$ cat src/design/atsc_pkg.sv
// Summary of operation
// - converter tick rate is pclk divided by divider_value plus one
// - divider_enable low stops the converter tick, high runs it
// - one conversion takes five converter ticks
// - conversion_done_flag reads 0 while converting, 1 when finished
// - input_channel_select picks inputs 0-3 or pads ym, yp, xm, xp
// - standby_select halts conversion and keeps both results
// - with start-on-read set, a result read launches a conversion
// - start trigger bit begins conversion, self-clears, ignored under start-on-read
// - x measurement stores into x result then raises touch_interrupt
// - y measurement stores into y result then raises touch_interrupt
// - auto mode stores x, then y, then raises one interrupt
// - wait-for-stylus mode raises touch_interrupt on the selected stylus event
// - stylus_edge_select chooses pen-down (0) or pen-up (1) event
// - ym and xm switches enable at 1; yp, xp, pull-up at 0
// - position_select: 00 none, 01 x, 10 y, 11 wait-for-stylus
// - auto_sequence 1 selects x-then-y sequencing, 0 normal
// - x: xp ref, xm gnd, y float, sample yp; y swapped, sample xp
// - idle touch pads serve as analog inputs four to seven
// - x result holds x or normal value in bits 9:0
// - y result holds y value in bits 9:0
// - status bit 1 records stylus-up, bit 0 stylus-down
// - 16-bit delay precedes each conversion; zero must not be used
package atsc_pkg;
    localparam int ADDR_W = 32;
    localparam int DATA_W = 32;
    localparam logic [ADDR_W-1:0] OFS_CTRL = 32'h0580_0000;
    localparam logic [ADDR_W-1:0] OFS_PAD = 32'h0580_0004;
    localparam logic [ADDR_W-1:0] OFS_DELAY = 32'h0580_0008;
    localparam logic [ADDR_W-1:0] OFS_XRES = 32'h0580_000C;
    localparam logic [ADDR_W-1:0] OFS_YRES = 32'h0580_0010;
    localparam logic [ADDR_W-1:0] OFS_STAT = 32'h0580_0014;
    localparam logic [15:0] RST_CTRL = 16'h3FC4;
    localparam logic [8:0] RST_PAD = 9'h058;
    localparam logic [15:0] RST_DELAY = 16'h00FF;
    localparam logic [2:0] CONV_TICKS = 3'h5;
    localparam logic [1:0] POS_NONE = 2'h0;
    localparam logic [1:0] POS_X = 2'h1;
    localparam logic [1:0] POS_Y = 2'h2;
    localparam logic [1:0] POS_WAIT = 2'h3;
    localparam logic [2:0] SEL_YP = 3'h5;
    localparam logic [2:0] SEL_XP = 3'h7;
    localparam int STAT_UP = 1;
    localparam int STAT_DN = 0;

    typedef struct packed {
        logic conversion_done_flag;
        logic divider_enable;
        logic [7:0] divider_value;
        logic [2:0] input_channel_select;
        logic standby_select;
        logic read_start;
        logic start_trigger;
    } atsc_ctrl_s;

    typedef struct packed {
        logic stylus_edge_select;
        logic y_minus_switch;
        logic y_plus_switch;
        logic x_minus_switch;
        logic x_plus_switch;
        logic x_plus_pullup;
        logic auto_sequence;
        logic [1:0] position_select;
    } atsc_pad_s;

    typedef struct packed {
        logic x_plus_drive;
        logic x_minus_drive;
        logic y_plus_drive;
        logic y_minus_drive;
        logic x_plus_pullup;
    } atsc_drive_s;

    typedef enum logic [2:0] {
        ST_IDLE = 3'b001,
        ST_DELAY = 3'b010,
        ST_CONV = 3'b100
    } atsc_state_e;
endpackage

$ cat src/design/atsc_top.sv
`timescale 1ns/10ps
module atsc_top
    import atsc_pkg::*;
(
    input wire logic pclk,
    input wire logic presetn,
    input wire logic psel,
    input wire logic penable,
    input wire logic pwrite,
    input wire logic [ADDR_W-1:0] paddr,
    input wire logic [DATA_W-1:0] pwdata,
    output logic [DATA_W-1:0] prdata,
    output logic pready,
    output logic pslverr,
    input wire logic [9:0] converter_data,
    input wire logic stylus_pressed,
    output logic converter_tick,
    output logic [2:0] channel_select,
    output atsc_drive_s pad_drive,
    output logic touch_interrupt
);
    atsc_ctrl_s ctrl_r;
    atsc_pad_s pad_r;
    atsc_state_e st_r;
    logic [15:0] delay_r;
    logic [15:0] dly_cnt_r;
    logic [7:0] div_cnt_r;
    logic [2:0] tick_cnt_r;
    logic [9:0] x_res_r;
    logic [9:0] y_res_r;
    logic [1:0] stat_r;
    logic y_phase_r;
    logic stylus_prev_r;
    logic pready_r;
    logic [DATA_W-1:0] prdata_r;
    logic pslverr_r;
    logic tick_r;
    logic irq_r;
    logic [2:0] chan_r;
    atsc_drive_s drive_r;

    function automatic logic hit(input logic [ADDR_W-1:0] a, input logic [ADDR_W-1:0] o);
        hit = (a == o);
    endfunction

    // two-cycle access: first access cycle prepares data, second completes
    logic acc_prep;
    logic acc_wr;
    logic acc_rd;
    assign acc_prep = psel & penable & ~pready_r;
    assign acc_wr = psel & penable & pready_r & pwrite;
    assign acc_rd = psel & penable & pready_r & ~pwrite;

    logic mapped;
    assign mapped = hit(paddr, OFS_CTRL) | hit(paddr, OFS_PAD) | hit(paddr, OFS_DELAY)
        | hit(paddr, OFS_XRES) | hit(paddr, OFS_YRES) | hit(paddr, OFS_STAT);

    logic auto_md;
    logic meas_x;
    logic meas_y;
    logic busy;
    assign auto_md = pad_r.auto_sequence;
    assign busy = (st_r != ST_IDLE);
    assign meas_x = busy & (auto_md ? ~y_phase_r : (pad_r.position_select == POS_X));
    assign meas_y = busy & (auto_md ? y_phase_r : (pad_r.position_select == POS_Y));

    logic rd_launch;
    logic go;
    logic store;
    logic store_final;
    assign rd_launch = acc_rd & ctrl_r.read_start & (hit(paddr, OFS_XRES) | hit(paddr, OFS_YRES));
    assign go = (st_r == ST_IDLE) & ~ctrl_r.standby_select
        & ((ctrl_r.start_trigger & ~ctrl_r.read_start) | rd_launch);
    assign store = (st_r == ST_CONV) & tick_r & (tick_cnt_r == CONV_TICKS - 3'h1)
        & ~ctrl_r.standby_select;
    assign store_final = store & ~(auto_md & ~y_phase_r);

    logic set_trig;
    assign set_trig = acc_wr & hit(paddr, OFS_CTRL) & pwdata[0];

    always_ff @(posedge pclk or negedge presetn) begin
        if (!presetn) begin
            pready_r <= 1'b0;
            prdata_r <= 32'h0000_0000;
            pslverr_r <= 1'b0;
        end else begin
            pready_r <= acc_prep;
            pslverr_r <= acc_prep & ~mapped;
            prdata_r <= 32'h0000_0000;
            if (acc_prep) begin
                if (hit(paddr, OFS_CTRL)) begin
                    prdata_r <= {16'h0000, ctrl_r};
                end else if (hit(paddr, OFS_PAD)) begin
                    prdata_r <= {23'h00_0000, pad_r};
                end else if (hit(paddr, OFS_DELAY)) begin
                    prdata_r <= {16'h0000, delay_r};
                end else if (hit(paddr, OFS_XRES)) begin
                    prdata_r <= {16'h0000, ~stylus_pressed, auto_md, pad_r.position_select,
                        2'h0, x_res_r};
                end else if (hit(paddr, OFS_YRES)) begin
                    prdata_r <= {16'h0000, ~stylus_pressed, auto_md, pad_r.position_select,
                        2'h0, y_res_r};
                end else if (hit(paddr, OFS_STAT)) begin
                    prdata_r <= {30'h0000_0000, stat_r};
                end
            end
        end
    end

    always_ff @(posedge pclk or negedge presetn) begin
        if (!presetn) begin
            ctrl_r <= RST_CTRL;
        end else begin
            if (acc_wr & hit(paddr, OFS_CTRL)) begin
                ctrl_r.divider_enable <= pwdata[14];
                ctrl_r.divider_value <= pwdata[13:6];
                ctrl_r.input_channel_select <= pwdata[5:3];
                ctrl_r.standby_select <= pwdata[2];
                ctrl_r.read_start <= pwdata[1];
            end
            if (set_trig) begin
                ctrl_r.start_trigger <= 1'b1;
            end else if (go) begin
                ctrl_r.start_trigger <= 1'b0;
            end
            // clear at start, set at final store
            if (store_final) begin
                ctrl_r.conversion_done_flag <= 1'b1;
            end else if (go) begin
                ctrl_r.conversion_done_flag <= 1'b0;
            end
        end
    end

    always_ff @(posedge pclk or negedge presetn) begin
        if (!presetn) begin
            pad_r <= RST_PAD;
            delay_r <= RST_DELAY;
        end else begin
            if (acc_wr & hit(paddr, OFS_PAD)) begin
                pad_r <= pwdata[8:0];
            end
            if (acc_wr & hit(paddr, OFS_DELAY)) begin
                delay_r <= pwdata[15:0];
            end
        end
    end

    always_ff @(posedge pclk or negedge presetn) begin
        if (!presetn) begin
            div_cnt_r <= 8'h00;
            tick_r <= 1'b0;
        end else if (!ctrl_r.divider_enable) begin
            div_cnt_r <= 8'h00;
            tick_r <= 1'b0;
        end else if (div_cnt_r >= ctrl_r.divider_value) begin
            div_cnt_r <= 8'h00;
            tick_r <= 1'b1;
        end else begin
            div_cnt_r <= div_cnt_r + 8'h01;
            tick_r <= 1'b0;
        end
    end

    // conversion sequencer; a stalled divider simply stalls the conversion
    always_ff @(posedge pclk or negedge presetn) begin
        if (!presetn) begin
            st_r <= ST_IDLE;
            dly_cnt_r <= 16'h0000;
            tick_cnt_r <= 3'h0;
            y_phase_r <= 1'b0;
        end else if (ctrl_r.standby_select) begin
            st_r <= ST_IDLE;
            y_phase_r <= 1'b0;
        end else begin
            case (st_r)
                ST_IDLE: begin
                    if (go) begin
                        st_r <= ST_DELAY;
                        dly_cnt_r <= delay_r;
                        y_phase_r <= 1'b0;
                    end
                end
                ST_DELAY: begin
                    // zero delay treated as one cycle
                    if (dly_cnt_r <= 16'h0001) begin
                        st_r <= ST_CONV;
                        tick_cnt_r <= 3'h0;
                    end else begin
                        dly_cnt_r <= dly_cnt_r - 16'h0001;
                    end
                end
                ST_CONV: begin
                    if (store) begin
                        // auto: x phase then y phase
                        if (auto_md & ~y_phase_r) begin
                            y_phase_r <= 1'b1;
                            st_r <= ST_DELAY;
                            dly_cnt_r <= delay_r;
                        end else begin
                            y_phase_r <= 1'b0;
                            st_r <= ST_IDLE;
                        end
                    end else if (tick_r) begin
                        tick_cnt_r <= tick_cnt_r + 3'h1;
                    end
                end
                default: begin
                    st_r <= ST_IDLE;
                end
            endcase
        end
    end

    always_ff @(posedge pclk or negedge presetn) begin
        if (!presetn) begin
            x_res_r <= 10'h000;
            y_res_r <= 10'h000;
        end else if (store) begin
            if (meas_y) begin
                y_res_r <= converter_data;
            end else begin
                // x and normal land in x result
                x_res_r <= converter_data;
            end
        end
    end

    logic wait_md;
    logic ev_dn;
    logic ev_up;
    logic conv_irq;
    assign wait_md = ~auto_md & (pad_r.position_select == POS_WAIT);
    assign ev_dn = wait_md & ~pad_r.stylus_edge_select & stylus_pressed & ~stylus_prev_r;
    assign ev_up = wait_md & pad_r.stylus_edge_select & ~stylus_pressed & stylus_prev_r;
    assign conv_irq = store_final & (auto_md | (pad_r.position_select == POS_X)
        | (pad_r.position_select == POS_Y));

    always_ff @(posedge pclk or negedge presetn) begin
        if (!presetn) begin
            stylus_prev_r <= 1'b0;
            stat_r <= 2'h0;
            irq_r <= 1'b0;
        end else begin
            stylus_prev_r <= stylus_pressed;
            irq_r <= conv_irq | ev_dn | ev_up;
            // event status, set wins over clear
            for (int i = 0; i < 2; i++) begin
                if ((i == STAT_UP) ? ev_up : ev_dn) begin
                    stat_r[i] <= 1'b1;
                end else if (acc_wr & hit(paddr, OFS_STAT) & pwdata[i]) begin
                    stat_r[i] <= 1'b0;
                end
            end
        end
    end

    always_ff @(posedge pclk or negedge presetn) begin
        if (!presetn) begin
            chan_r <= 3'h0;
            drive_r <= 5'h00;
        end else if (meas_x) begin
            // x: xp ref, xm gnd, sample yp
            chan_r <= SEL_YP;
            drive_r <= 5'b11000;
        end else if (meas_y) begin
            // y: yp ref, ym gnd, sample xp
            chan_r <= SEL_XP;
            drive_r <= 5'b00110;
        end else begin
            // selected input, pads as inputs 4-7
            chan_r <= ctrl_r.input_channel_select;
            drive_r.x_plus_drive <= ~pad_r.x_plus_switch;
            drive_r.x_minus_drive <= pad_r.x_minus_switch;
            drive_r.y_plus_drive <= ~pad_r.y_plus_switch;
            drive_r.y_minus_drive <= pad_r.y_minus_switch;
            drive_r.x_plus_pullup <= ~pad_r.x_plus_pullup;
        end
    end

    assign prdata = prdata_r;
    assign pready = pready_r;
    assign pslverr = pslverr_r;
    assign converter_tick = tick_r;
    assign channel_select = chan_r;
    assign pad_drive = drive_r;
    assign touch_interrupt = irq_r;

    logic [7:0] gap_r;
    logic clean_r;
    always_ff @(posedge pclk or negedge presetn) begin
        if (!presetn) begin
            gap_r <= 8'h00;
            clean_r <= 1'b0;
        end else begin
            gap_r <= tick_r ? 8'h00 : gap_r + 8'h01;
            if (acc_wr & hit(paddr, OFS_CTRL)) begin
                clean_r <= 1'b0;
            end else if (tick_r) begin
                clean_r <= 1'b1;
            end
        end
    end
endmodule

$ cat config.mk
export PLATFORM = sky130hd
export DESIGN_NAME = atsc_top
export DESIGN_NICKNAME = d
export VERILOG_FILES = /design/src/design/atsc_pkg.sv /design/src/design/atsc_top.sv
export SDC_FILE = /design/constraint.sdc
export NUM_CORES = 1
export LEC_CHECK = 0
export BUFFER_PORTS_ARGS = -buffer_cell sky130_fd_sc_hd__buf_4
export CORE_AREA = 2 2 112 114
export CTS_CLUSTER_DIAMETER = 40
export DETAILED_ROUTE_END_ITERATION = 8
export DIE_AREA = 0 0 114 116
export PLACE_DENSITY = 0.82
export SYNTH_ARGS = -nofsm -noshare
export SYNTH_HDL_FRONTEND = slang
export SYNTH_SLANG_ARGS = --single-unit
$ cat constraint.sdc
create_clock -name pclk -period 2.8 [get_ports pclk]
set_input_delay 0.14 -clock pclk [delete_from_list [all_inputs] [get_ports pclk]]
set_output_delay 0.14 -clock pclk [all_outputs]
set_load 0.02 [all_outputs]
Word level (Yosys, flattened, before mapping)
Index checks and enable logic that the tools add are counted.

Memories kept: 0. Word-level logic and storage cells: 181. Input bits: 80. Memory bits (read-only): 0. Output and inout bits: 44. Register bits after elaboration: 139. Bits in latches: 0. Bits in writable memories: 0.

Multiply operators: 0. Shifts and indexed selects: 0. Div/mod/pow operators: 0. Bitwise logic cells: 59. Add/sub/neg operators: 3. Reductions and logical operators: 13. Magnitude comparators: 2. Equality and inequality tests: 24. Muxes and demuxes: 43.

Operators with widths (number): == test 32 x 27 -> 1 bit (second input constant) (6); two-way mux 16 bit (8); two-way mux 32 bit (2); one-hot mux 16 bit (3 select lines) (1); AND 1 bit (33); two-way mux 3 bit (9); less-or-equal comparator 16 x 1 -> 1 bit (second input constant) (1); two-way mux 8 bit (2); subtractor 16 x 1 -> 16 bit (second input constant) (1); NOT 1 bit (15); two-way mux 1 bit (14); inequality test 2 bit (second input constant) (6); bitwise OR 1 bit (11); two-way mux 5 bit (2); nonzero test 2 bit (5); inequality test 3 bit (second input constant) (3); one-hot mux 3 bit (3 select lines) (1); adder 8 x 1 -> 8 bit (second input constant) (1); >= comparator 8 bit (1); == test 3 bit (second input constant) (2); one-hot mux 3 bit (2 select lines) (1); AND reduction 3 bit (2); AND reduction 6 bit (1); nonzero test 3 bit (2); other kinds (11) (14).

Depth between registers and ports, before layout
Gate-level depths: netlist (run 1).

Word-level depth: 10. Gate-level depth with buffers: 10. Mapped depth without buffers: 9.

Worst setup path before layout (run 1)
OpenSTA, ideal clock, no wires.

Path kind: flip-flop to flip-flop. Start: reg st_r[0]. End: reg dly_cnt_r[9]. Path slack: 0.387 ns. Cell stages (with the launch flop): 11. Library setup time: 0.128 ns. Required time: 2.672 ns. Clock period less this slack: 2.413 ns. Buffers on the path: 3. Arrival time: 2.285 ns. Cells stage by stage: dfstp_2 buf_2 or3b_2 clkbuf_1 nor3_2 o21ai_0 nor2_1 nand2_1 inv_1 buf_4 a21oi_1.

Cells in the longest elaborated chain, start to end: 6. Elaborated cells between the ends (all ways): 15. Classes of those cells: eq/ne (7); mux (1); bitwise (5); reduce/logical (2).

Ends and longest elaborated chain: from (decl) (line atsc_top.sv:24) `atsc_state_e st_r;`; from (signal assigned) (line atsc_top.sv:168) `st_r <= ST_IDLE;`; from (signal assigned) (line atsc_top.sv:173) `st_r <= ST_IDLE;`; from (signal assigned) (line atsc_top.sv:179) `st_r <= ST_DELAY;`; == test 3 bit (line atsc_top.sv:74, atsc_top.sv:176); AND 1 bit (2 in series) (line atsc_top.sv:74) `assign store = (st_r == ST_CONV) & tick_r & (tick_cnt_r == CONV_TICKS - 3'h1)`; AND 1 bit (line atsc_top.sv:75) `& ~ctrl_r.standby_select;`; inequality test 2 bit (no line); AND reduction 6 bit (no line); to (signal assigned) (line atsc_top.sv:180) `dly_cnt_r <= delay_r;`; to (signal assigned) (line atsc_top.sv:190) `dly_cnt_r <= dly_cnt_r - 16'h0001;`; to (signal assigned) (line atsc_top.sv:199) `dly_cnt_r <= delay_r;`; to (decl) (line atsc_top.sv:26) `logic [15:0] dly_cnt_r;`.

Parallel ways exist; a longest one is shown, timed or not. A chain may end at the register's enable or synchronous reset.

Final worst setup path (run 1)
Start: reg dly_cnt_r[0]. End: reg dly_cnt_r[12].

Cells in the longest elaborated chain, start to end: 3. Elaborated cells between the ends (all ways): 6. Classes of those cells: add/sub (1); order compare (1); eq/ne (1); mux (2); reduce/logical (1).

Ends and longest elaborated chain (line): subtractor 16 x 1 -> 16 bit or less-or-equal comparator 16 x 1 -> 1 bit (tied branches) (atsc_top.sv:190, atsc_top.sv:186); two-way mux 16 bit or inequality test 2 bit (tied branches); one-hot mux 16 bit (3 select lines) or AND reduction 6 bit (tied branches).

Parallel ways exist; a longest one is shown, timed or not. The select of a mux whose other input is x is not followed.

==> results_dict.tcl, run 1 <==
set metrics [dict create \
    outcome "complete, no violations" \
    clock_tree_buffer_depth 2 \
    max_slew.worst_pin.slew_ns 1.06 \
    start_util_pct 54.6 \
    power.switching_fraction_pct 21.1 \
    worst_clock_skew_ns 0.00796 \
    holdPathEnd "ctrl_r[1]$_DFFE_PN0N_" \
    via_count 5613 \
    final_hold_viol_count 0 \
    dp_slack_ns 0.184 \
    setup_viol 0 \
    worstReg2RegEnd "dly_cnt_r[12]$_DFFE_PN0P_" \
    clk_transition_reported_paths_ns 0.05 \
    synth.yosys.seq_area_share_pct 47.8 \
    routed_met2_length_um 8860 \
    nets 834 \
    clkPwrFrac_pct 53.1 \
    grt_pass1_vias 5455 \
    dp_hpwl_um 12000 \
    core.rowCount 40 \
    routed_wire_length_per_instance_um 19.7 \
    min_period_over_period_pct 94.8 \
    slowest_stage "sky130_fd_sc_hd__dfrtp_1" \
    leakagePower_nw 3.71 \
    crit_family "simple AND/OR/NAND/NOR gates" \
    ir_worst_vdd_v 0.000389 \
    power_per_cell_area_nw_per_um2 536 \
    syn_avg_cell_area_um2 10.5 \
    layout_common_cells "sky130_fd_sc_hd__buf_4 (107), sky130_fd_sc_hd__dfrtp_1 (102), sky130_fd_sc_hd__mux2_2 (57)" \
    slowest_delay_ns 0.46 \
    slew_viol_final 0 \
    cts_htree_levels 4 \
    placeableCoreArea_um2 11900 \
    fp.dieArea_um2 13200 \
    postSynth.asyncResetShare_pct 100 \
    tritoncts.num_buffers 17 \
    worst_case_headroom_to_the_max_slew_limit_pct 28.7 \
    crit_path_end_kind "register" \
    synth_cell_area_um2 6500 \
    gp_routability_congestion 0.903 \
    holdCritStartpoint "pwdata[1]" \
    layout-area-overhead-vs-synth_pct 26.5 \
    insertion_delay_ns 0.42 \
    dieWidth_um 114 \
    antenna_found_initial 0 \
    detail_route.wirelength.met1_um 7060 \
    worst_ep_required_time_ns 3.13 \
    power.switching_mw 0.927 \
    routed_wirelength_um 17800 \
    post_synth_inst_count 616 \
    reg2reg_slack_ns 0.14 \
    cts_tree "built" \
    die_y_um 116 \
    cp-start-kind "register" \
    drive_gt1_share_pct 31.7 \
    maxCapViolations 0 \
    p_comb_share_pct 5.8 \
    cp.arrival_ns 2.99 \
    critical_path_class "register to register" \
    worstHoldPathCells 2 \
    worstPathBufferInverterCount 3 \
    hp-class "input pin to register" \
    io-pin-count 124 \
    number_of_flops_mapped_to_enable_cells_by_yosys 0 \
    cellInternalPower_mw 3.47 \
    vias_per_cell 6.23 \
    antenna_cells_inserted 0 \
    detail_route.first_pass.iterations 5 \
    drt_iter0_drc 622 \
    mostFrequentLayoutCell "sky130_fd_sc_hd__buf_4" \
    fmaxAchievable_ghz 0.377 \
    grt_pass1_wl_um 28500 \
    post_synth_cell_types 67 \
    highest-signal-layer "met4" \
    grt_overflow_total 0 \
    dominantRegCellSynth "sky130_fd_sc_hd__dfrtp_1" \
    met3RoutedLength_um 1200 \
    worstRegToRegCells 10 \
    worst_path_most_repeated_cell "sky130_fd_sc_hd__nor2_1" \
    post-route-util_pct 69.0 \
    root_buffer "sky130_fd_sc_hd__clkbuf_16" \
    ys_warn_count 0 \
    port_buffers 91 \
    cts_sinks 123 \
    remaining_number_of_nets_flagged_by_the_antenna_check_after_routing 0 \
    postSynthRegisterBits 123 \
    r2r-start "dly_cnt_r[0]$_DFFE_PN0P_" \
    remaining_drc_errors 0 \
    critPathMaxFanout 12 \
    p_seq_share_pct 41.1 \
    postLayoutSetupSlackWorst_ns 0.144 \
    timing.critical_path.cells "inv_1 -> ha_1 -> nor2_1 -> nor4b_1 -> nor3b_2 -> nor2_1 -> nand2_1 -> clkinvlp_4 -> buf_4 -> a21oi_1" \
    grt_util_all_layers_pct 28.0 \
    grt_max_degree 70 \
    final.min_clock_period_ns 2.66 \
]
==> power groups by stage <==
stage / Combinational [mW] / Sequential, mW / Clock (mW)
after detailed placement: 0.222 / 1.84 / 0
after global placement: 0.214 / 1.84 / 0
after global routing: 0.277 / 1.81 / 2.44
after CTS: 0.254 / 1.81 / 2.34
after floorplan: 0.100 / 1.84 / 0
final: 0.256 / 1.81 / 2.34
==> worst register-to-register path: stages (launching register included) <==
cell                         delay, ns
sky130_fd_sc_hd__dfrtp_1          0.46
sky130_fd_sc_hd__inv_1            0.12
sky130_fd_sc_hd__ha_1             0.24
sky130_fd_sc_hd__nor2_1           0.07
sky130_fd_sc_hd__nor4b_1          0.41
sky130_fd_sc_hd__nor3b_2          0.32
sky130_fd_sc_hd__nor2_1           0.10
sky130_fd_sc_hd__nand2_1          0.21
sky130_fd_sc_hd__clkinvlp_4       0.28
sky130_fd_sc_hd__buf_4            0.23
sky130_fd_sc_hd__a21oi_1          0.14
==> metal layers <==
metal / GRT usage, % / vias to the layer above
met5: 0 / -
met1: 36.2 / 2754
met2: 46.7 / 315
met3: 5.13 / 71
li1: - / 2473
met4: 12.0 / 0
==> repair_timing <==
action,in CTS,in global routing
setup endpoints to repair,0,6
hold endpoints to repair,108,0
gates resized for setup,0,2
hold buffers,27,0
buffers inserted,0,3
==> layout make-up <==
| class | instances | area [µm²] |
|---|---|---|
| timing repair buffer | 135 | 1090 |
| fill | 842 | 3690 |
| multi-input combinational | 445 | 3140 |
| tap | 147 | 184 |
| clock inverter | 7 | 138 |
| inverter | 19 | 75.1 |
| sequential | 123 | 3100 |
| clock buffer | 25 | 485 |
==> kinds of logic (layout without fill, tap and decap cells) <==
kind of cell | count (synthesis) | count (layout) | synth area share [%]
DFF | 123 | 123 | 47.8
adders and majority gates | 13 | 13 | 2.50
buffers and inverters | 63 | 186 | 4.95
and+or+nand+nor | 179 | 179 | 15.3
other | 1 | 16 | 0.0577
muxes | 76 | 76 | 13.5
xor gates and xnor gates | 8 | 8 | 1.08
AOI/OAI and AO/OA | 153 | 153 | 14.8
==> synthesized netlist by cell type (11+ instances only) <==
cell,instances,area [µm²]
sky130_fd_sc_hd__nor2_1,47,176
sky130_fd_sc_hd__o21ai_0,36,180
sky130_fd_sc_hd__dfrtp_1,102,2550
sky130_fd_sc_hd__nor3b_1,11,82.6
sky130_fd_sc_hd__a21oi_1,46,230
sky130_fd_sc_hd__a31oi_1,12,75.1
sky130_fd_sc_hd__nand2_1,32,120
sky130_fd_sc_hd__ha_1,13,163
sky130_fd_sc_hd__buf_4,17,128
sky130_fd_sc_hd__nand3_1,16,80.1
sky130_fd_sc_hd__dfstp_2,21,552
sky130_fd_sc_hd__clkbuf_1,19,71.3
sky130_fd_sc_hd__mux2_2,57,642
sky130_fd_sc_hd__inv_1,19,71.3
==> stage by stage <==
step / hold slack (ns) / instances / power (mW) / cell area (µm²) / TNS (ns)
2_1_floorplan: -0.156 / 631 / 1.94 / 6560 / 0
3_3_place_gp: 0.303 / 839 / 2.05 / 7290 / 0
3_5_place_dp: 0.299 / 839 / 2.06 / 7290 / 0
4_1_cts: 0.00972 / 898 / 4.40 / 8190 / 0
5_1_grt: 0.0121 / 901 / 4.53 / 8220 / -0.0207
6_report: 0.0220 / 901 / 4.40 / 8220 / 0
==> registers in the layout, indices dropped and copies added, names as in the netlist <==
name / count
auto_md: 1
channel_select: 3
converter_tick: 1
ctrl_r: 16
delay_r: 16
div_cnt_r: 8
dly_cnt_r: 16
pad_drive: 5
pad_r: 8
prdata: 16
pready: 1
pslverr: 1
st_r: 3
stat_r: 2
stylus_prev_r: 1
tick_cnt_r: 3
touch_interrupt: 1
x_res_r: 10
y_phase_r: 1
y_res_r: 10
==> worst max path at each step <==
| stage | start | end | slack [ns] | depth (start not counted) |
|---|---|---|---|---|
| 4_1_cts | dly_cnt_r[0]$_DFFE_PN0P_ | dly_cnt_r[0]$_DFFE_PN0P_ | 0.18 | 9 |
| 6_report | dly_cnt_r[0]$_DFFE_PN0P_ | dly_cnt_r[12]$_DFFE_PN0P_ | 0.14 | 10 |
| 2_1_floorplan | st_r[0]$_DFFE_PN1P_ | dly_cnt_r[9]$_DFFE_PN0P_ | 0.39 | 10 |
| 3_5_place_dp | paddr[22] | pad_r[1]$_DFFE_PN0P_ | 0.18 | 7 |
| 3_3_place_gp | dly_cnt_r[0]$_DFFE_PN0P_ | dly_cnt_r[0]$_DFFE_PN0P_ | 0.25 | 9 |
| 5_1_grt | dly_cnt_r[0]$_DFFE_PN0P_ | dly_cnt_r[10]$_DFFE_PN0P_ | -0.01 | 10 |
(Power assumes the default switching activity.)
==> inputs of run 2 (changes only) <==
Settings changed: CORE_AREA 2 2 112 114 to 2 2 107 120, DIE_AREA 0 0 114 116 to 0 0 109 122.
==> run 2 against run 1 <==
Effect of this change:
- via count fell by 2.3%
- critical path type unchanged
- cell area fell by 0.79%
- utilization fell by 2.2 points
- clock skew rose by 0.0019 ns
- final cell count rose by 0.67%
- clock power fell by 8%
- non-clock buffer count fell by 4
==> results_dict.tcl, run 2 (synthesized netlist as in run 1, its figures left out) <==
set metrics [dict create \
    use_met3_pct 5.94 \
    unrepaired_setup_endpoints_after_global_routing "false" \
    met2_usage_pct 46.9 \
    detail_route.first_pass.iterations 6 \
    cellInternalPower_mw 3.25 \
    leakagePower_nw 3.68 \
    layout_common_cells "sky130_fd_sc_hd__buf_4 (104), sky130_fd_sc_hd__dfrtp_1 (102), sky130_fd_sc_hd__mux2_2 (57)" \
    remaining_drc_errors 0 \
    drive_gt1_share_pct 31.7 \
    start_util_pct 53.2 \
    remaining_number_of_nets_flagged_by_the_antenna_check_after_routing 0 \
    root_buffer "sky130_fd_sc_hd__clkbuf_16" \
    max_slew.worst_pin.slew_ns 1.19 \
    grt_max_degree 64 \
    cts-resized-gates 0 \
    critPathMaxFanout 8 \
    setup_total_negative_slack_ns 0 \
    grt_pass1_wl_um 28600 \
    grt_overflow_total 0 \
    gp_routability_congestion 0.883 \
    tritoncts.num_buffers 17 \
    routed_wirelength_um 17700 \
    fmaxAchievable_ghz 0.398 \
    port_buffers 91 \
    use_met1_pct 33.9 \
    dieWidth_um 109 \
    grt_pass1_vias 5729 \
    final.min_clock_period_ns 2.51 \
    worstRegToRegCells 10 \
    mostFrequentLayoutCell "sky130_fd_sc_hd__buf_4" \
    slew_viol_final 0 \
    ir_worst_vdd_v 0.000390 \
    final-instance-count-excl-fill 907 \
    holdCritStartpoint "pwdata[0]" \
    totalPowerFinal_mw 4.22 \
    antenna_cells_inserted 0 \
    clock_tree_buffer_depth 2 \
    final_hold_viol_count 0 \
    layout-area-overhead-vs-synth_pct 25.5 \
    top_usage_layer_grt "met2" \
    worstReg2RegEnd "dly_cnt_r[0]$_DFFE_PN0P_" \
    holdPathEnd "ctrl_r[0]$_DFFE_PN0P_" \
    power.switching_mw 0.974 \
    min_period_over_period_pct 89.8 \
    core.rowCount 43 \
    antenna_found_initial 0 \
    crit_path_end_kind "register" \
    critical_path_class "register to register" \
    vias_per_cell 6.04 \
    io-pin-count 124 \
    worst_case_headroom_to_the_max_slew_limit_pct 20.1 \
    worst_ep_required_time_ns 3.10 \
    hp-class "input pin to register" \
    p_comb_share_pct 6.0 \
    cts_htree_levels 4 \
    die_y_um 122 \
    clkPwrFrac_pct 51.2 \
    p_seq_share_pct 42.8 \
    setup_viol 0 \
    placeableCoreArea_um2 12200 \
    power.switching_fraction_pct 23.0 \
    reg2reg_slack_ns 0.29 \
    worst_setup_path_start "dly_cnt_r[0]$_DFFE_PN0P_" \
    worst_clock_skew_ns 0.00987 \
    maxCapViolations 0 \
    dp_hpwl_um 12000 \
    outcome "complete, no violations" \
    cp.arrival_ns 2.81 \
    drt_iter0_drc 495 \
    routed_wire_length_per_instance_um 19.5 \
    insertion_delay_ns 0.42 \
    post-route-util_pct 66.8 \
    r2r-start "dly_cnt_r[0]$_DFFE_PN0P_" \
    worstHoldPathCells 3 \
    cp-start-kind "register" \
    nets 830 \
    cts_tree "built" \
    fp.dieArea_um2 13300 \
    grt_util_all_layers_pct 28.2 \
    power_per_cell_area_nw_per_um2 518 \
    cts_sinks 123 \
    via_count 5482 \
    clk_transition_reported_paths_ns 0.06 \
    placedCellCount 849 \
]
==> run 2: changes by cell type in the layout (fill, tap and decap cells not counted) <==
| cell | change |
|---|---|
| sky130_fd_sc_hd__clkbuf_8 | -2 |
| sky130_fd_sc_hd__clkinvlp_4 | +2 |
| sky130_fd_sc_hd__buf_4 | -3 |
| sky130_fd_sc_hd__clkbuf_1 | -4 |
| sky130_fd_sc_hd__inv_1 | +1 |
| sky130_fd_sc_hd__clkinv_4 | +3 |
| sky130_fd_sc_hd__dlygate4sd3_1 | -1 |
| sky130_fd_sc_hd__inv_6 | +2 |
| sky130_fd_sc_hd__bufinv_16 | -2 |
| sky130_fd_sc_hd__nor3b_1 | +1 |
| sky130_fd_sc_hd__nor3b_2 | -1 |
==> run 2: layout make-up <==
cell class                      instances  area, µm²
Inverter                               19       71.3
Timing Repair Buffer                  131       1060
Multi-Input combinational cell        445       3130
Clock inverter                         13        144
Fill cell                             864       4060
Tap cell                              157        196
Clock buffer                           19        443
Sequential cell                       123       3100
==> run 2: critical path, stage by stage (launching register included) <==
cell	delay [ns]
sky130_fd_sc_hd__dfrtp_1	0.45
sky130_fd_sc_hd__inv_1	0.12
sky130_fd_sc_hd__ha_1	0.25
sky130_fd_sc_hd__nor2_1	0.07
sky130_fd_sc_hd__nor4b_1	0.38
sky130_fd_sc_hd__nor3b_1	0.39
sky130_fd_sc_hd__nor2_1	0.10
sky130_fd_sc_hd__nand2_1	0.14
sky130_fd_sc_hd__inv_1	0.07
sky130_fd_sc_hd__buf_4	0.17
sky130_fd_sc_hd__a211o_1	0.25
==> run 2: power groups by stage <==
stage | Sequential [mW] | Combinational (mW) | Clock [mW]
detailed placement | 1.84 | 0.221 | 0
global placement | 1.84 | 0.214 | 0
global route | 1.81 | 0.277 | 2.26
finish | 1.81 | 0.254 | 2.16
floorplan | 1.84 | 0.100 | 0
CTS | 1.81 | 0.251 | 2.17
==> run 2: worst max path at each step <==
stage                               endpoint  cells after the start
global placement       ctrl_r[3]$_DFFE_PN0N_                      7
CTS                 dly_cnt_r[0]$_DFFE_PN0P_                     10
finish              dly_cnt_r[0]$_DFFE_PN0P_                     10
detailed placement     ctrl_r[3]$_DFFE_PN0N_                      7
floorplan           dly_cnt_r[9]$_DFFE_PN0P_                     10
global route        dly_cnt_r[0]$_DFFE_PN0P_                     10
==> run 2: stage by stage <==
step                instance area [µm²]  hold WS, ns  setup slack (ns)
floorplan                          6560       -0.156             0.387
global placement                   7310        0.275             0.302
detailed placement                 7310        0.282             0.217
CTS                                8150      0.00248             0.280
global route                       8150      0.00638           0.00559
finish                             8150      0.00377             0.286
==> run 2: what timing repair did <==
action,CTS,global route
hold buffers,26,0
buffers inserted,0,0
hold endpoints to repair,103,0
==> run 2: metal layers <==
metal	vias to the layer above	part of all wire [%]
li1	2459	-
met1	2688	38
met2	269	50
met3	66	7.2
met4	0	4.5
met5	-	0
==> inputs of run 3 (changes only) <==
Settings changed: ABC_AREA set to 1, CORE_AREA 2 2 107 120 to 2 2 107 119, DIE_AREA 0 0 109 122 to 0 0 109 121.
Clock period 2.8 ns to 3.2 ns, I/O delays scaled along.
==> run 3 against run 2 <==
Effect of this change:
- die area fell by 0.82%
- first-iteration DRC count down 16%
- non-clock buffer count fell by 25
- count of clock-buffer cells in the layout grew 1
- largest cell class is now flip-flops and latches
- sequential cell count is the same
- synthesized area is 0.98% lower
- sequential power decreased by 14%
- via count grew 7.9%
- sequential share of layout area is 1.2 points higher
==> results_dict.tcl, run 3 <==
set metrics [dict create \
    number_of_buffers_added_for_setup_after_cts 0 \
    worst_case_headroom_to_the_max_slew_limit_pct 50.1 \
    grt_pass1_wl_um 27200 \
    remaining_number_of_nets_flagged_by_the_antenna_check_after_routing 0 \
    start_util_pct 53.9 \
    unrepaired_setup_endpoints_after_global_routing "false" \
    leakagePower_nw 3.96 \
    nets 1014 \
    critical_path_class "register to register" \
    outcome "complete, no violations" \
    via_count 5917 \
    cellInternalPower_mw 3.02 \
    dominantRegCellSynth "sky130_fd_sc_hd__dfrtp_1" \
    clock_tree_buffer_depth 2 \
    yosys.area.top_type_share_pct 39.7 \
    detail_route.first_pass.iterations 5 \
    synth_area_leader_cell "sky130_fd_sc_hd__dfrtp_1" \
    hold_buffer_count_at_cts 5 \
    power.switching_fraction_pct 20.9 \
    synth_cell_area_um2 6430 \
    worst_clock_skew_ns 0.00869 \
    worst_ep_required_time_ns 3.50 \
    max_slew.worst_pin.slew_ns 0.748 \
    grt_util_all_layers_pct 26.7 \
    hp-class "input pin to register" \
    dp_hpwl_um 11400 \
    final_hold_viol_count 0 \
    cts_tree "built" \
    fmaxAchievable_ghz 0.453 \
    placeableCoreArea_um2 11900 \
    postLayoutSetupSlackWorst_ns 0.992 \
    post-synth-top-count-cell "sky130_fd_sc_hd__nand2_1" \
    vias_per_cell 5.44 \
    critPathMaxFanout 17 \
    mostFrequentLayoutCell "sky130_fd_sc_hd__nand2_1" \
    synth.yosys.seq_area_share_pct 48.2 \
    slew_viol_final 0 \
    tritoncts.num_buffers 17 \
    setup_viol 0 \
    totalPowerFinal_mw 3.83 \
    number_of_flops_mapped_to_enable_cells_by_yosys 0 \
    ys_warn_count 0 \
    core.rowCount 42 \
    synth_common_cells "sky130_fd_sc_hd__nand2_1 (216), sky130_fd_sc_hd__dfrtp_1 (102), sky130_fd_sc_hd__inv_1 (95)" \
    p_seq_share_pct 40.8 \
    placedCellCount 1051 \
    postSynthRegisterBits 123 \
    antenna_found_initial 0 \
    cts_sinks 123 \
    grt_pass1_vias 5798 \
    min_period_over_period_pct 69.0 \
    fp.dieArea_um2 13200 \
    synth_area_leaders "sky130_fd_sc_hd__dfrtp_1 (40%), sky130_fd_sc_hd__nand2_1 (13%), sky130_fd_sc_hd__dfstp_2 (8.6%)" \
    maxCapViolations 0 \
    dieWidth_um 109 \
    drt_iter0_drc 417 \
    routed_wirelength_um 16500 \
    cp.arrival_ns 2.51 \
    final.min_clock_period_ns 2.21 \
    syn_avg_cell_area_um2 7.86 \
    remaining_drc_errors 0 \
    post-route-util_pct 66.2 \
    port_buffers 91 \
    layout_common_cells "sky130_fd_sc_hd__nand2_1 (216), sky130_fd_sc_hd__dfrtp_1 (102), sky130_fd_sc_hd__buf_4 (101)" \
    power.switching_mw 0.801 \
    cp-start-kind "register" \
    cts_htree_levels 4 \
    p_comb_share_pct 4.2 \
    post_synth_inst_count 819 \
    io-pin-count 124 \
    postSynth.asyncResetShare_pct 100 \
    drive_gt1_share_pct 19.5 \
    power_per_cell_area_nw_per_um2 484 \
    die_y_um 121 \
    gp_routability_congestion 0.874 \
    grt_max_degree 58 \
    final.fill_count 931 \
    final-instance-count-excl-fill 1088 \
    grt_overflow_total 0 \
    dp_slack_ns 0.941 \
    reg2reg_slack_ns 0.99 \
    layout-area-overhead-vs-synth_pct 22.8 \
    routed_wire_length_per_instance_um 15.2 \
    antenna_cells_inserted 0 \
    crit_path_end_kind "register" \
    insertion_delay_ns 0.42 \
    setup_total_negative_slack_ns 0 \
    clkPwrFrac_pct 55.0 \
    ir_worst_vdd_v 0.000380 \
    cts-resized-gates 0 \
    clk_transition_reported_paths_ns 0.05 \
    post_synth_cell_types 45 \
    root_buffer "sky130_fd_sc_hd__clkbuf_16" \
]
[run 3: power by group through the flow]
stage	clock network (mW)	registers, mW	logic (mW)
floorplan	0	1.59	0.0610
CTS	2.11	1.56	0.163
global placement	0	1.59	0.155
global route	2.18	1.56	0.180
detailed placement	0	1.59	0.158
finish	2.10	1.56	0.162
[run 3: area by class of cell]
class | instances | area [µm²] | share of cell area (%)
sequential | 123 | 3100 | 39.3
multi-input combinational | 563 | 2740 | 34.7
timing repair buffer | 106 | 808 | 10.2
clock buffer | 20 | 447 | 5.65
inverter | 110 | 413 | 5.23
clock inverter | 12 | 194 | 2.45
tap | 154 | 193 | 2.44
[run 3: through the flow]
| step | hold slack [ns] | instance area [µm²] |
|---|---|---|
| 6_report | 0.00683 | 7900 |
| 5_1_grt | 0.0111 | 7900 |
| 4_1_cts | 0.000448 | 7900 |
| 3_5_place_dp | 0.276 | 7210 |
| 3_3_place_gp | 0.268 | 7210 |
| 2_1_floorplan | -0.136 | 6490 |
[run 3: worst max-delay path, stage by stage, from the launching register on]
cell and delay [ns]:
sky130_fd_sc_hd__dfstp_2 0.55, sky130_fd_sc_hd__inv_2 0.05, sky130_fd_sc_hd__nor3_2 0.26, sky130_fd_sc_hd__inv_1 0.14, sky130_fd_sc_hd__nand3_1 0.09, sky130_fd_sc_hd__nand3b_1 0.08, sky130_fd_sc_hd__clkinv_1 0.07, sky130_fd_sc_hd__o21ai_2 0.06
sky130_fd_sc_hd__a21oi_4 0.10, sky130_fd_sc_hd__buf_4 0.23, sky130_fd_sc_hd__nand2_2 0.25, sky130_fd_sc_hd__nand2_1 0.14, sky130_fd_sc_hd__nand2_1 0.06
[run 3: routing by layer]
metal,track usage (%),wire [µm],vias to the layer above
li1,-,-,2829
met1,32.4,6650,2794
met2,44.1,8290,230
met3,6.50,959,64
met4,13.4,595,0
met5,0,0,-
[run 3: worst paths after layout]
kind	to	cells past startpoint	from
min in group asynchronous	tick_cnt_r[0]$_DFFE_PN0P_	2	presetn
worst min-delay path	ctrl_r[9]$_DFFE_PN1N_	3	pwdata[9]
worst max register to register	dly_cnt_r[10]$_DFFE_PN0P_	12	st_r[0]$_DFFE_PN1P_
max in group asynchronous	delay_r[4]$_DFFE_PN1P_	3	presetn
worst min register to register	x_res_r[8]$_DFFE_PN0P_	2	x_res_r[8]$_DFFE_PN0P_
worst max-delay path	dly_cnt_r[10]$_DFFE_PN0P_	12	st_r[0]$_DFFE_PN1P_
[run 3: cells by family (layout without fill, tap and decap cells)]
group,Yosys count,in the layout,share of synthesized area [%]
buf+inv,148,248,10.0
fa+ha+maj,13,13,2.53
compound gates,165,165,14.3
mux,1,1,0.175
other cells,1,16,0.0583
xor+xnor,6,6,0.817
flops,123,123,48.2
simple gates,362,362,23.9
